**config.mk**
```make
export PLATFORM = sky130hd
export DESIGN_NAME = sisl_top
export DESIGN_NICKNAME = d
export VERILOG_FILES = /design/src/rtl/sisl_pkg.sv /design/src/rtl/sisl_top.sv /design/src/rtl/sisl_qual.sv
export SDC_FILE = /design/constraint.sdc
export NUM_CORES = 1
export LEC_CHECK = 0
export CAP_MARGIN = 20
export CORE_UTILIZATION = 35
export CTS_CLUSTER_DIAMETER = 200
export DETAILED_ROUTE_END_ITERATION = 6
export DONT_BUFFER_PORTS = 1
export GPL_TIMING_DRIVEN = 0
export HOLD_SLACK_MARGIN = 0.06
export PLACE_DENSITY = 0.59
export REMOVE_ABC_BUFFERS = 1
export SYNTH_ARGS = -nofsm -noshare
export SYNTH_HDL_FRONTEND = slang
export SYNTH_HIERARCHICAL = 1
export SYNTH_SLANG_ARGS = --single-unit
```
**constraint.sdc**
```tcl
create_clock -name core_clk_in -period 4 [get_ports core_clk_in]
set_input_delay 0.2 -clock core_clk_in [delete_from_list [all_inputs] [get_ports core_clk_in]]
set_output_delay 0.2 -clock core_clk_in [all_outputs]
set_load 0.05 [all_outputs]
```
**src/rtl/sisl_pkg.sv**
```systemverilog
// Constants, types and carriers shared by the supervisory input and status logic
//
// Functional notes
// - Enable gates all enable-dependent supervisory commands
// - Panel trip and close ignore supervisory enable
// - Remote trip locks out regardless of enable
// - Supervisory trip locks out until any close
// - Supervisory close forces cold-load one-shot until reset
// - One cold-load disable covers panel and supervisory
// - Ground block depends on panel switch, enable
// - Momentary non-reclose pulse gives one-shot lockout
// - Momentary non-reclose clears at power-up
// - Maintained non-reclose follows contact while enabled
// - Non-reclose while closed gives one-shot lockout
// - Ground block and non-reclose OR three sources
// - Each source clears only its own request
// - Tag blocks closing, forces definite one-shot
// - Tag during reclose interval cancels, locks out
// - Tag is panel OR supervisory, both clear
// - Separate set/reset pulses, set wins, ungated
// - Supervisory tag survives total power loss
// - Status contacts mirror enable, position, lockout, health
// - Status contacts open while unpowered or reset, except ground normal
// - Ground changeover pair, normal closed unpowered
// - Non-reclose and tag status contacts, panel included
// - Input release causes no automatic operation
package sisl_pkg;
	// Timing of contact qualification
	localparam int     QUAL_MIN_MS = 100;
	localparam longint CLK_HZ      = 64'd50_000_000;
	localparam int     QUAL_CYC    = int'((64'(QUAL_MIN_MS) * CLK_HZ + 64'd999) / 64'd1000);
	localparam int     CNT_W       = 24;
	// Register bus layout
	localparam int          ADDR_W      = 4;
	localparam int          DATA_W      = 32;
	localparam logic [3:0]  REG_CFG     = 4'h0;
	localparam logic [3:0]  REG_SERIAL  = 4'h4;
	localparam logic [3:0]  REG_STATUS  = 4'h8;
	localparam int          CFG_COLD_EN = 0;
	localparam logic        CFG_COLD_RST = 1'b1;
	localparam int          SER_GTB_SET = 0;
	localparam int          SER_GTB_CLR = 1;
	localparam int          SER_NR_SET  = 2;
	localparam int          SER_NR_CLR  = 3;
	localparam int          NPINS       = 16;

	// Protection curve selection
	typedef enum logic [1:0] {
		SISL_CURVE_NORMAL    = 2'b00,
		SISL_CURVE_COLD_LOAD = 2'b01,
		SISL_CURVE_DEFINITE  = 2'b10
	} sisl_curve_t;

	// Dry-contact and panel pin inputs, all asynchronous
	typedef struct packed {
		logic rem_trip;
		logic sup_trip;
		logic sup_close;
		logic sup_gtb;
		logic sup_nr;
		logic tag_set;
		logic tag_rst;
		logic sw_sup_on;
		logic sw_pulse;
		logic sw_man_trip;
		logic sw_man_close;
		logic sw_gtb;
		logic sw_nr;
		logic sw_tag;
		logic sen_open;
		logic sen_closed;
	} sisl_pins_t;

	// Status contact outputs, 1 = contact closed
	typedef struct packed {
		logic sup_on;
		logic rec_open;
		logic rec_closed;
		logic lockout;
		logic ctrl_ok;
		logic gnd_blocked;
		logic gnd_normal;
		logic non_reclose;
		logic line_tag;
	} sisl_stat_t;
endpackage : sisl_pkg

```
**src/rtl/sisl_top.sv**
```systemverilog
// Supervisory command gating, source combining and status contact drive
`timescale 1ns/1ps
module sisl_top #(
	parameter int QUAL_CYC_P = sisl_pkg::QUAL_CYC
) (
	input  wire logic                           core_clk_in,
	input  wire logic                           sys_rst_in,
	input  wire sisl_pkg::sisl_pins_t           pins_in,
	input  wire logic                           ctrl_ok_in,
	input  wire logic                           fault_lockout_in,
	input  wire logic                           reclose_ivl_in,
	input  wire logic                           reset_expired_in,
	input  wire logic                           nv_tag_in,
	input  wire logic [sisl_pkg::ADDR_W-1:0]    addr_in,
	input  wire logic [sisl_pkg::DATA_W-1:0]    wr_data_in,
	input  wire logic                           wr_in,
	input  wire logic                           rd_in,
	output logic      [sisl_pkg::DATA_W-1:0]    rd_data_out,
	output logic                                trip_cmd_out,
	output logic                                close_cmd_out,
	output logic                                close_inhibit_out,
	output logic                                cancel_reclose_out,
	output logic                                one_shot_out,
	output sisl_pkg::sisl_curve_t               curve_sel_out,
	output logic                                gnd_trip_block_out,
	output logic                                nv_tag_out,
	output sisl_pkg::sisl_stat_t                stat_out
);
	import sisl_pkg::*;

	logic [NPINS-1:0] lvl_v;
	logic [NPINS-1:0] rise_v;
	logic [NPINS-1:0] fall_v;
	sisl_pins_t       lvl;
	sisl_pins_t       rise;
	sisl_pins_t       fall;

	// Every pin is synchronised and width-qualified before use
	sisl_qual #(
		.W   (NPINS),
		.CYC (QUAL_CYC_P)
	) u_qual (
		.core_clk_in (core_clk_in),
		.sys_rst_in  (sys_rst_in),
		.raw_in      (pins_in),
		.lvl_out     (lvl_v),
		.rise_out    (rise_v),
		.fall_out    (fall_v)
	);
	assign lvl  = lvl_v;
	assign rise = rise_v;
	assign fall = fall_v;

	// State
	logic        lockout_r,    lockout_nxt;
	logic        cold_load_r,  cold_load_nxt;
	logic        sup_gtb_r,    sup_gtb_nxt;
	logic        sup_nr_r,     sup_nr_nxt;
	logic        ser_gtb_r,    ser_gtb_nxt;
	logic        ser_nr_r,     ser_nr_nxt;
	logic        sup_tag_r,    sup_tag_nxt;
	logic        tag_prev_r;
	logic        nv_loaded_r;
	logic        cold_en_r;

	// Supervisory enable and signalling mode
	wire sup_en   = lvl.sw_sup_on;
	wire mom_mode = lvl.sw_pulse;

	// Line-work tag from panel or supervisory latch
	wire tag_act  = lvl.sw_tag | sup_tag_r;
	wire tag_rise = tag_act && !tag_prev_r;

	// Trip sources: remote ignores the enable, supervisory needs it, panel never does
	wire rem_trip  = rise.rem_trip;
	wire sup_trip  = rise.sup_trip && sup_en;
	wire man_trip  = rise.sw_man_trip;
	wire tag_lock  = tag_rise && reclose_ivl_in;
	wire any_trip  = rem_trip | sup_trip | man_trip;

	// Close sources, all held off by the tag; releases do nothing
	wire sup_close = rise.sup_close && sup_en && !tag_act;
	wire man_close = rise.sw_man_close && !tag_act;
	wire any_close = (sup_close | man_close) && !any_trip;

	// Lockout: set wins over close
	assign lockout_nxt = any_trip | tag_lock | fault_lockout_in ? 1'b1 :
	                     any_close ? 1'b0 : lockout_r;

	// Cold-load one-shot after a close, one shared disable setting
	assign cold_load_nxt = any_close ? cold_en_r :
	                       (reset_expired_in || any_trip) ? 1'b0 : cold_load_r;

	// Supervisory ground block and non-reclose requests: toggle or follow level
	assign sup_gtb_nxt = !sup_en   ? sup_gtb_r :
	                     mom_mode  ? sup_gtb_r ^ rise.sup_gtb :
	                     lvl.sup_gtb;
	assign sup_nr_nxt  = !sup_en   ? sup_nr_r :
	                     mom_mode  ? sup_nr_r ^ rise.sup_nr :
	                     lvl.sup_nr;

	// Combined feature states
	wire gtb_act = lvl.sw_gtb | ser_gtb_r | (sup_gtb_r && sup_en);
	wire nr_act  = lvl.sw_nr  | ser_nr_r  | (sup_nr_r  && sup_en);

	// Supervisory tag latch: set wins even when already held, enable not consulted
	assign sup_tag_nxt = !nv_loaded_r ? nv_tag_in :
	                     rise.tag_set ? 1'b1 :
	                     (rise.tag_rst && !lvl.tag_set) ? 1'b0 : sup_tag_r;

	// Curve selection: tag overrides cold-load; non-reclose feeds only the one-shot
	wire sisl_curve_t curve_nxt = tag_act     ? SISL_CURVE_DEFINITE :
	                              cold_load_r ? SISL_CURVE_COLD_LOAD : SISL_CURVE_NORMAL;
	wire one_shot_nxt = tag_act | cold_load_r | nr_act;

	// Register bus decode
	wire wr_cfg = wr_in && (addr_in == REG_CFG);
	wire wr_ser = wr_in && (addr_in == REG_SERIAL);
	logic [DATA_W-1:0] rd_mux;
	always_comb begin
		if (addr_in == REG_CFG) begin
			rd_mux = {31'h0, cold_en_r};
		end else if (addr_in == REG_SERIAL) begin
			rd_mux = {30'h0, ser_nr_r, ser_gtb_r};
		end else if (addr_in == REG_STATUS) begin
			rd_mux = {22'h0, curve_sel_out, one_shot_out, tag_act, nr_act, gtb_act,
			          cold_load_r, lockout_r, sup_en, mom_mode};
		end else begin
			rd_mux = '0;
		end
	end

	// Serial-port requests: own set and clear only, set wins
	assign ser_gtb_nxt = wr_ser && wr_data_in[SER_GTB_SET] ? 1'b1 :
	                     wr_ser && wr_data_in[SER_GTB_CLR] ? 1'b0 : ser_gtb_r;
	assign ser_nr_nxt  = wr_ser && wr_data_in[SER_NR_SET]  ? 1'b1 :
	                     wr_ser && wr_data_in[SER_NR_CLR]  ? 1'b0 : ser_nr_r;

	// Feature state registers; momentary latches clear at power-up
	always_ff @(posedge core_clk_in) begin
		if (sys_rst_in) begin
			lockout_r   <= 1'b0;
			cold_load_r <= 1'b0;
			sup_gtb_r   <= 1'b0;
			sup_nr_r    <= 1'b0;
			ser_gtb_r   <= 1'b0;
			ser_nr_r    <= 1'b0;
			sup_tag_r   <= 1'b0;
			tag_prev_r  <= 1'b0;
			nv_loaded_r <= 1'b0;
			cold_en_r   <= CFG_COLD_RST;
		end else begin
			lockout_r   <= lockout_nxt;
			cold_load_r <= cold_load_nxt;
			sup_gtb_r   <= sup_gtb_nxt;
			sup_nr_r    <= sup_nr_nxt;
			ser_gtb_r   <= ser_gtb_nxt;
			ser_nr_r    <= ser_nr_nxt;
			sup_tag_r   <= sup_tag_nxt;
			tag_prev_r  <= tag_act;
			nv_loaded_r <= 1'b1;
			cold_en_r   <= wr_cfg ? wr_data_in[CFG_COLD_EN] : cold_en_r;
		end
	end

	// Command and status outputs, all registered
	always_ff @(posedge core_clk_in) begin
		if (sys_rst_in) begin
			rd_data_out        <= '0;
			trip_cmd_out       <= 1'b0;
			close_cmd_out      <= 1'b0;
			close_inhibit_out  <= 1'b0;
			cancel_reclose_out <= 1'b0;
			one_shot_out       <= 1'b0;
			curve_sel_out      <= SISL_CURVE_NORMAL;
			gnd_trip_block_out <= 1'b0;
			nv_tag_out         <= 1'b0;
			stat_out           <= '{gnd_normal: 1'b1, default: 1'b0};
		end else begin
			rd_data_out        <= rd_in ? rd_mux : '0;
			trip_cmd_out       <= any_trip;
			close_cmd_out      <= any_close;
			close_inhibit_out  <= tag_act;
			cancel_reclose_out <= tag_lock;
			one_shot_out       <= one_shot_nxt;
			curve_sel_out      <= curve_nxt;
			gnd_trip_block_out <= gtb_act;
			nv_tag_out         <= sup_tag_nxt;
			stat_out.sup_on      <= sup_en;
			stat_out.rec_open    <= lvl.sen_open;
			stat_out.rec_closed  <= lvl.sen_closed;
			stat_out.lockout     <= lockout_r;
			stat_out.ctrl_ok     <= ctrl_ok_in;
			stat_out.gnd_blocked <= gtb_act;
			stat_out.gnd_normal  <= !gtb_act;
			stat_out.non_reclose <= nr_act;
			stat_out.line_tag    <= tag_act;
		end
	end
endmodule : sisl_top

```
**src/rtl/sisl_qual.sv**
```systemverilog
// Two-stage synchroniser and pulse-width qualifier for contact inputs
`timescale 1ns/1ps
module sisl_qual #(
	parameter int W   = 16,
	parameter int CYC = sisl_pkg::QUAL_CYC
) (
	input  wire logic                   core_clk_in,
	input  wire logic                   sys_rst_in,
	input  wire logic [W-1:0]           raw_in,
	output logic      [W-1:0]           lvl_out,
	output logic      [W-1:0]           rise_out,
	output logic      [W-1:0]           fall_out
);
	import sisl_pkg::*;

	localparam logic [CNT_W-1:0] CNT_END = CNT_W'(CYC - 1);

	logic [W-1:0] meta_r;
	logic [W-1:0] sync_r;

	// Two flip-flops before anything reads the pins
	always_ff @(posedge core_clk_in) begin
		meta_r <= raw_in;
		sync_r <= meta_r;
	end

	// One counter per input: a level is taken only after it held for CYC cycles
	for (genvar i = 0; i < W; i++) begin : g_bit
		logic [CNT_W-1:0] cnt_r;
		wire              differs = sync_r[i] != lvl_out[i];
		wire              done    = differs && (cnt_r == CNT_END);
		always_ff @(posedge core_clk_in) begin
			if (sys_rst_in) begin
				cnt_r       <= '0;
				lvl_out[i]  <= 1'b0;
				rise_out[i] <= 1'b0;
				fall_out[i] <= 1'b0;
			end else begin
				cnt_r       <= (differs && !done) ? cnt_r + 1'b1 : '0;
				lvl_out[i]  <= done ? sync_r[i] : lvl_out[i];
				rise_out[i] <= done && sync_r[i];
				fall_out[i] <= done && !sync_r[i];
			end
		end
	end
endmodule : sisl_qual

```
==> out/metrics.cfg, run 1 <==
[worst_setup_path]
crit_path_start = u_qual/g_bit[10].cnt_r[0]
r2r_slack_ps = 1400
worst-endpoint-arrival_ps = 3040
timing.rr.start = u_qual/g_bit[10].cnt_r[0]
crit_path_end_kind = flop
ff2ff_path_depth = 5
worst-endpoint-required_ps = 4430
timing.rr.end = u_qual/g_bit[10].cnt_r[14]
path_class = reg -> reg
critical_path_peak_fanout = 22
critPathLaunchType = flop

[floorplan]
initial_core_util = 0.354
boundaryPins = 111
dieArea_um2 = 60700
placeableCoreArea_um2 = 59000
die_height_um = 246
floorplan.rows = 89
die_x_um = 246

[place]
portBuffers = 0
gp_congestion = 0.797
place_hpwl_mm = 28.9

[sta]
timing.final.setup_violations = 0
final_min_period_over_clock_period = 0.651
worstMarginPinSlew_ps = 1040
setup_total_negative_slack_ps = 0
final.setup_skew_ps = 11.8
period_minus_slack_ps = 2600
finalHoldWorstSlack_ps = 86.4
rsz0062_at_grt = false
slew_viol_final = 0
clock.fmax_mhz = 384
slew-limit-headroom = 0.305
timing_hold_violations_final = 0

[finish]
flow.area_growth_from_synthesis_pct = 13.8
fillerInstances = 5750
sequential_cell_area_um2 = 9490
post_route_cells_drive_above_1_share = 0.0544
layout.nets = 2480
multiInputGateArea_um2 = 10700

[clock_tree]
cts_root_buffer_type = clkbuf_16
ctsLongestPathBuffers = 3
cts_htree_levels = 2
number_of_buffers_added_by_the_clock_tree_synthesis_step = 53
clk_pin_slew_ps = 60
sinks_on_the_clock_net = 474
post_cts.resized_instances = 0
clk-insertion-delay-late_ps = 590
cts_tree = done

[status]
status = finished clean

[power]
design_power_total_mw = 10.2
pwr_density_cell_nw_per_um2 = 429
ir_drop_v = 0.000319
leakage_nw = 7.23

[global_route]
grt_start_max_net_pins = 58
wire_length_of_the_first_global_routing_pass_mm = 75.1
antenna_violations_before_repair = 1
grt_use_met3 = 0.0260
grt_pass1_vias = 16070
groute.layer.met2.usage = 0.240
overflow = 0
global_route_met1_utilization = 0.185
total_global_route_track_usage = 0.143
grt_busiest_layer = met2

[routing]
postRouteWirelength_mm = 44.1
detail_route.vias_per_cell = 5.32
routed_wire_length_per_instance_um = 13.7
vias = 17133
initialDrtViolationCount = 990
drt_pass1_iterations = 7
drc_errors = 0
final_antenna_net_count = 0

[worst_hold_path]
worstHoldEndpoint = u_qual/g_bit[7].cnt_r[22]
hold_start = sys_rst_in
hold_path_class = in -> reg
worst_hold_path.num_cells = 3

[synthesis]
netlist_area_um2 = 20900
synth.yosys.warnings = 6
netlist_instances = 2404
synth_area_per_cell_um2 = 8.70

[run]
cap_viol_max_count = 0

==> metrics by stage <==
| step | util | worst slack (ps) | area [µm²] | instances |
|---|---|---|---|---|
| after CTS | 0.403 | 1390 | 23800 | 3218 |
| after global routing | 0.403 | 1180 | 23800 | 3220 |
| after detailed placement | 0.364 | 1400 | 21500 | 3082 |
| final | 0.403 | 1400 | 23800 | 3221 |
| after global placement | 0.362 | 668 | 21400 | 3080 |
| after floorplan | - | 1530 | 20400 | 2307 |
==> how the worst max path moves through the flow <==
stage	end	cells past startpoint
final	u_qual/g_bit[10].cnt_r[14]	5
after global routing	u_qual/g_bit[10].cnt_r[14]	5
after CTS	u_qual/g_bit[10].cnt_r[11]	5
after detailed placement	u_qual/g_bit[10].cnt_r[11]	5
after global placement	u_qual/g_bit[8].cnt_r[10]	4
after floorplan	u_qual/g_bit[8].cnt_r[10]	4
==> timing repair <==
action,in CTS,in global routing
buffers inserted,0,0
hold buffers,39,0
hold endpoints to repair,162,0
==> layer usage <==
layer | wire, µm | share of wire | vias to the layer above
met5 | 0 | 0 | -
met4 | 899 | 0.020 | 0
met3 | 1710 | 0.039 | 63
met2 | 20200 | 0.46 | 248
met1 | 21300 | 0.48 | 8097
li1 | - | - | 8725
==> power by group <==
| group | total, mW | internal (mW) | switching (mW) |
|---|---|---|---|
| clock | 5.19 | 3.23 | 1.97 |
| combinational | 0.215 | 0.0585 | 0.156 |
| sequential | 4.81 | 4.76 | 0.0454 |
| total | 10.2 | 8.05 | 2.17 |
==> placed cells by master (no fill, tap or decap), drive strengths merged, types with 4 or more instances in the layout <==
| cell type | count |
|---|---|
| dfxtp | 474 |
| nor2 | 266 |
| a21oi | 176 |
| nand3 | 154 |
| nand2 | 131 |
| xnor2 | 126 |
| or4 | 109 |
| o21ai | 98 |
| nand4 | 93 |
| xor2 | 88 |
| o31ai | 88 |
| or3 | 83 |
| clkbuf | 72 |
| inv | 67 |
| and3 | 66 |
| nor4 | 58 |
| dlygate4sd3 | 38 |
| and4 | 38 |
| nor3 | 36 |
| nor4b | 23 |
| conb | 22 |
| ha | 16 |
| and2 | 16 |
| nor2b | 14 |
| clkinv | 12 |
| or2 | 9 |
| nand2b | 8 |
| bufinv | 8 |
| nor4bb | 7 |
| nor3b | 5 |
| a211oi | 4 |
| or4bb | 4 |
| or4b | 4 |
==> flip-flops by register name (all words and copies together) (netlist names), 2 cells and up <==
register / cells
u_qual/rise_out: 9
u_qual/lvl_out: 16
u_qual/meta_r: 16
stat_out: 8
rd_data_out: 10
u_qual/sync_r: 16
curve_sel_out: 2
u_qual/g_bit.cnt_r: 384
==> critical path, cell delays in order (launching register included) <==
cell and delay [ps]:
dfxtp_1 380, ha_1 210, nand3_1 300, or4_1 670, o21ai_2 780, nor2_1 110
==> layout make-up <==
type	instances	area share
multi-input combinational	1768	0.452
timing repair buffer	41	0.0186
clock inverter	25	0.0146
tap	773	0.0407
sequential	474	0.399
inverter	65	0.0103
clock buffer	72	0.0652
antenna	3	0.000316
(Power assumes the default switching activity.)
==> run 2: changes to the inputs <==
Clock period 4 ns to 2.6 ns, I/O delays scaled along.
==> run 2 against run 1 <==
  * Critical path depth did not move
  * Worst hold slack improved by 10 ps
  * Die area did not move
  * Final area rose by 0.64%
  * Sequential cell count did not move
  * Register-to-register slack got worse by 1200 ps
  * Combinational power rose by 61%
  * Largest power group unchanged
  * Highest routed layer unchanged
==> out/metrics.cfg, run 2 (synthesized netlist as in run 1, its figures left out) <==
[status]
status = finished clean  ; unchanged

[sta]
final_min_period_over_clock_period = 0.914  ; was 0.651
slew-limit-headroom = 0.312  ; was 0.305
finalHoldWorstSlack_ps = 96.7  ; was 86.4 ps
timing.final.setup_violations = 0  ; unchanged
rsz0062_at_grt = false  ; unchanged
period_minus_slack_ps = 2380  ; was 2600 ps
worstMarginPinSlew_ps = 1030  ; was 1040 ps
clock.fmax_mhz = 421  ; was 384 MHz
final.setup_skew_ps = 13.0  ; was 11.8 ps
timing_hold_violations_final = 0  ; unchanged
slew_viol_final = 0  ; unchanged

[finish]
largest_register_ffs = 384  ; unchanged
stdcell_area_um2 = 23900  ; was 23800 µm²
fin_cells = 3228  ; was 3221
registers.top_by_ff_count = u_qual/g_bit.cnt_r  ; unchanged
utilization = 0.406  ; was 0.403
layout.nets = 2489  ; was 2480
most-common-layout-cells = dfxtp_1, nor2_1, a21oi_1, nand3_1, nand2_1  ; unchanged
flow.area_growth_from_synthesis_pct = 14.5  ; was 13.8%
post_route_cells_drive_above_1_share = 0.0542  ; was 0.0544
layout.cells.most_common = dfxtp_1  ; unchanged

[worst_setup_path]
timing.rr.start = u_qual/g_bit[10].cnt_r[0]  ; unchanged
r2r_slack_ps = 220  ; was 1400 ps
critPathLaunchType = flop  ; unchanged
timing.rr.end = u_qual/g_bit[10].cnt_r[11]  ; was u_qual/g_bit[10].cnt_r[14]
ff2ff_path_depth = 5  ; unchanged
critPathMaxStageDelay_ps = 690  ; was 780 ps
critical_path.cell_chain = ha_1 > nand3_1 > or4_1 > o21ai_4 > nor2_1  ; was ha_1 > nand3_1 > or4_1 > o21ai_2 > nor2_1
worst-endpoint-required_ps = 3050  ; was 4430 ps
path_class = reg -> reg  ; unchanged
critical_path_peak_fanout = 22  ; unchanged
crit_path_top_delay_cell = or4_1  ; was o21ai_2
critical_path.n_buffers_inverters = 0  ; unchanged
worst-endpoint-arrival_ps = 2820  ; was 3040 ps
crit_path_end_kind = flop  ; unchanged
critical-path-top-delay-family = simple AND/OR/NAND/NOR gates  ; unchanged

[global_route]
grt_start_max_net_pins = 60  ; was 58
total_global_route_track_usage = 0.142  ; was 0.143
antenna_violations_before_repair = 0  ; was 1
wire_length_of_the_first_global_routing_pass_mm = 74.8  ; was 75.1 mm
overflow = 0  ; unchanged
grt_pass1_vias = 16084  ; was 16070

[floorplan]
placeableCoreArea_um2 = 59000  ; unchanged
initial_core_util = 0.354  ; unchanged
floorplan.rows = 89  ; unchanged
dieArea_um2 = 60700  ; unchanged
die_x_um = 246  ; unchanged
boundaryPins = 111  ; unchanged
die_height_um = 246  ; unchanged

[clock_tree]
cts_htree_levels = 2  ; unchanged
number_of_buffers_added_by_the_clock_tree_synthesis_step = 53  ; unchanged
cts_tree = done  ; unchanged
cts_root_buffer_type = clkbuf_16  ; unchanged
sinks_on_the_clock_net = 474  ; unchanged
ctsLongestPathBuffers = 3  ; unchanged
clk-insertion-delay-late_ps = 590  ; about the same
clk_pin_slew_ps = 60  ; about the same

[power]
design_power_total_mw = 15.7  ; was 10.2 mW
leakage_nw = 7.28  ; was 7.23 nW
ir_drop_v = 0.000491  ; was 0.000319 V
pwr_density_cell_nw_per_um2 = 657  ; was 429 nW/µm²

[place]
dpl_cell_area_um2 = 21500  ; unchanged
place_hpwl_mm = 28.9  ; unchanged
placedCellCount = 3082  ; unchanged
portBuffers = 0  ; unchanged
gp_congestion = 0.797  ; unchanged

[worst_hold_path]
worst_hold_path.num_cells = 1  ; was 3
hold_path_class = in -> reg  ; unchanged
worstHoldEndpoint = u_qual/meta_r[10]  ; was u_qual/g_bit[7].cnt_r[22]
hold_start = pins_in[10]  ; was sys_rst_in

[routing]
postRouteWirelength_mm = 43.9  ; was 44.1 mm
routed_wire_length_per_instance_um = 13.6  ; was 13.7 µm
met3WireLength_mm = 1.59  ; was 1.71 mm
detail_route.vias_per_cell = 5.31  ; was 5.32
top_layer = met4  ; unchanged
vias = 17151  ; was 17133
drt_pass1_iterations = 5  ; was 7
drc_errors = 0  ; unchanged
final_antenna_net_count = 0  ; unchanged
met2_length_mm = 20.3  ; was 20.2 mm
met1_length_mm = 21.2  ; was 21.3 mm
initialDrtViolationCount = 927  ; was 990

[run]
cap_viol_max_count = 0  ; unchanged

==> run 2: cell types whose count changed in the layout (fill, tap and decap cells not counted), sizes merged <==
cell | before | now
dlygate4sd3 | 38 | 47
diode | 3 | 1
==> run 2: worst register-to-register path: stages (launching register included) <==
cell	delay (ps)
dfxtp_1	380
ha_1	210
nand3_1	300
or4_1	690
o21ai_4	540
nor2_1	110
==> run 2: where the power goes <==
group / total [mW] / leakage (nW) / switching [mW] / internal [mW]
combinational: 0.347 / 2.51 / 0.245 / 0.102
clock: 7.99 / 0.934 / 3.03 / 4.96
sequential: 7.39 / 3.84 / 0.0696 / 7.32
==> run 2: per-layer routing <==
| metal | vias up | track usage |
|---|---|---|
| met5 | - | 0 |
| met4 | 0 | 0.0427 |
| met3 | 59 | 0.0232 |
| met2 | 233 | 0.241 |
| met1 | 8123 | 0.185 |
| li1 | 8736 | - |
==> run 2: metrics by stage <==
stage	TNS [ps]	setup WS (ps)
6_report	0	225
3_3_place_gp	-74020	-732
4_1_cts	0	30.3
5_1_grt	0	39.1
3_5_place_dp	0	0.817
2_1_floorplan	0	130
==> run 2: final cells by class <==
type                    count  area, µm²
fillers                  5743      35100
flip-flops and latches    474       9490
diodes                      1       2.50
repair buffers             50        533
well taps                 773        967
multi-input cells        1768      10800
clock buffers              72       1550
clock inverters            25        348
inverters                  65        244
==> run 2: timing repair <==
item | 4_1_cts | 5_1_grt
endpoints found under the hold margin | 226 | 0
setup buffers | 0 | 0
setup endpoints to repair | 3 | 180
gates resized for setup | 1 | 8
hold buffers | 48 | 0
==> run 2: worst max path at each step <==
stage | slack [ps] | depth (start not counted) | start | endpoint
final | 220 | 5 | u_qual/g_bit[10].cnt_r[0] | u_qual/g_bit[10].cnt_r[11]
after global routing | 40 | 5 | u_qual/g_bit[10].cnt_r[0] | u_qual/g_bit[10].cnt_r[14]
after CTS | 30 | 5 | u_qual/g_bit[1].cnt_r[0] | u_qual/g_bit[1].cnt_r[3]
after detailed placement | 0.8 | 5 | u_qual/g_bit[10].cnt_r[0] | u_qual/g_bit[10].cnt_r[11]
after global placement | -730 | 4 | u_qual/g_bit[8].cnt_r[15] | u_qual/g_bit[8].cnt_r[10]
after floorplan | 130 | 4 | u_qual/g_bit[8].cnt_r[2] | u_qual/g_bit[8].cnt_r[10]
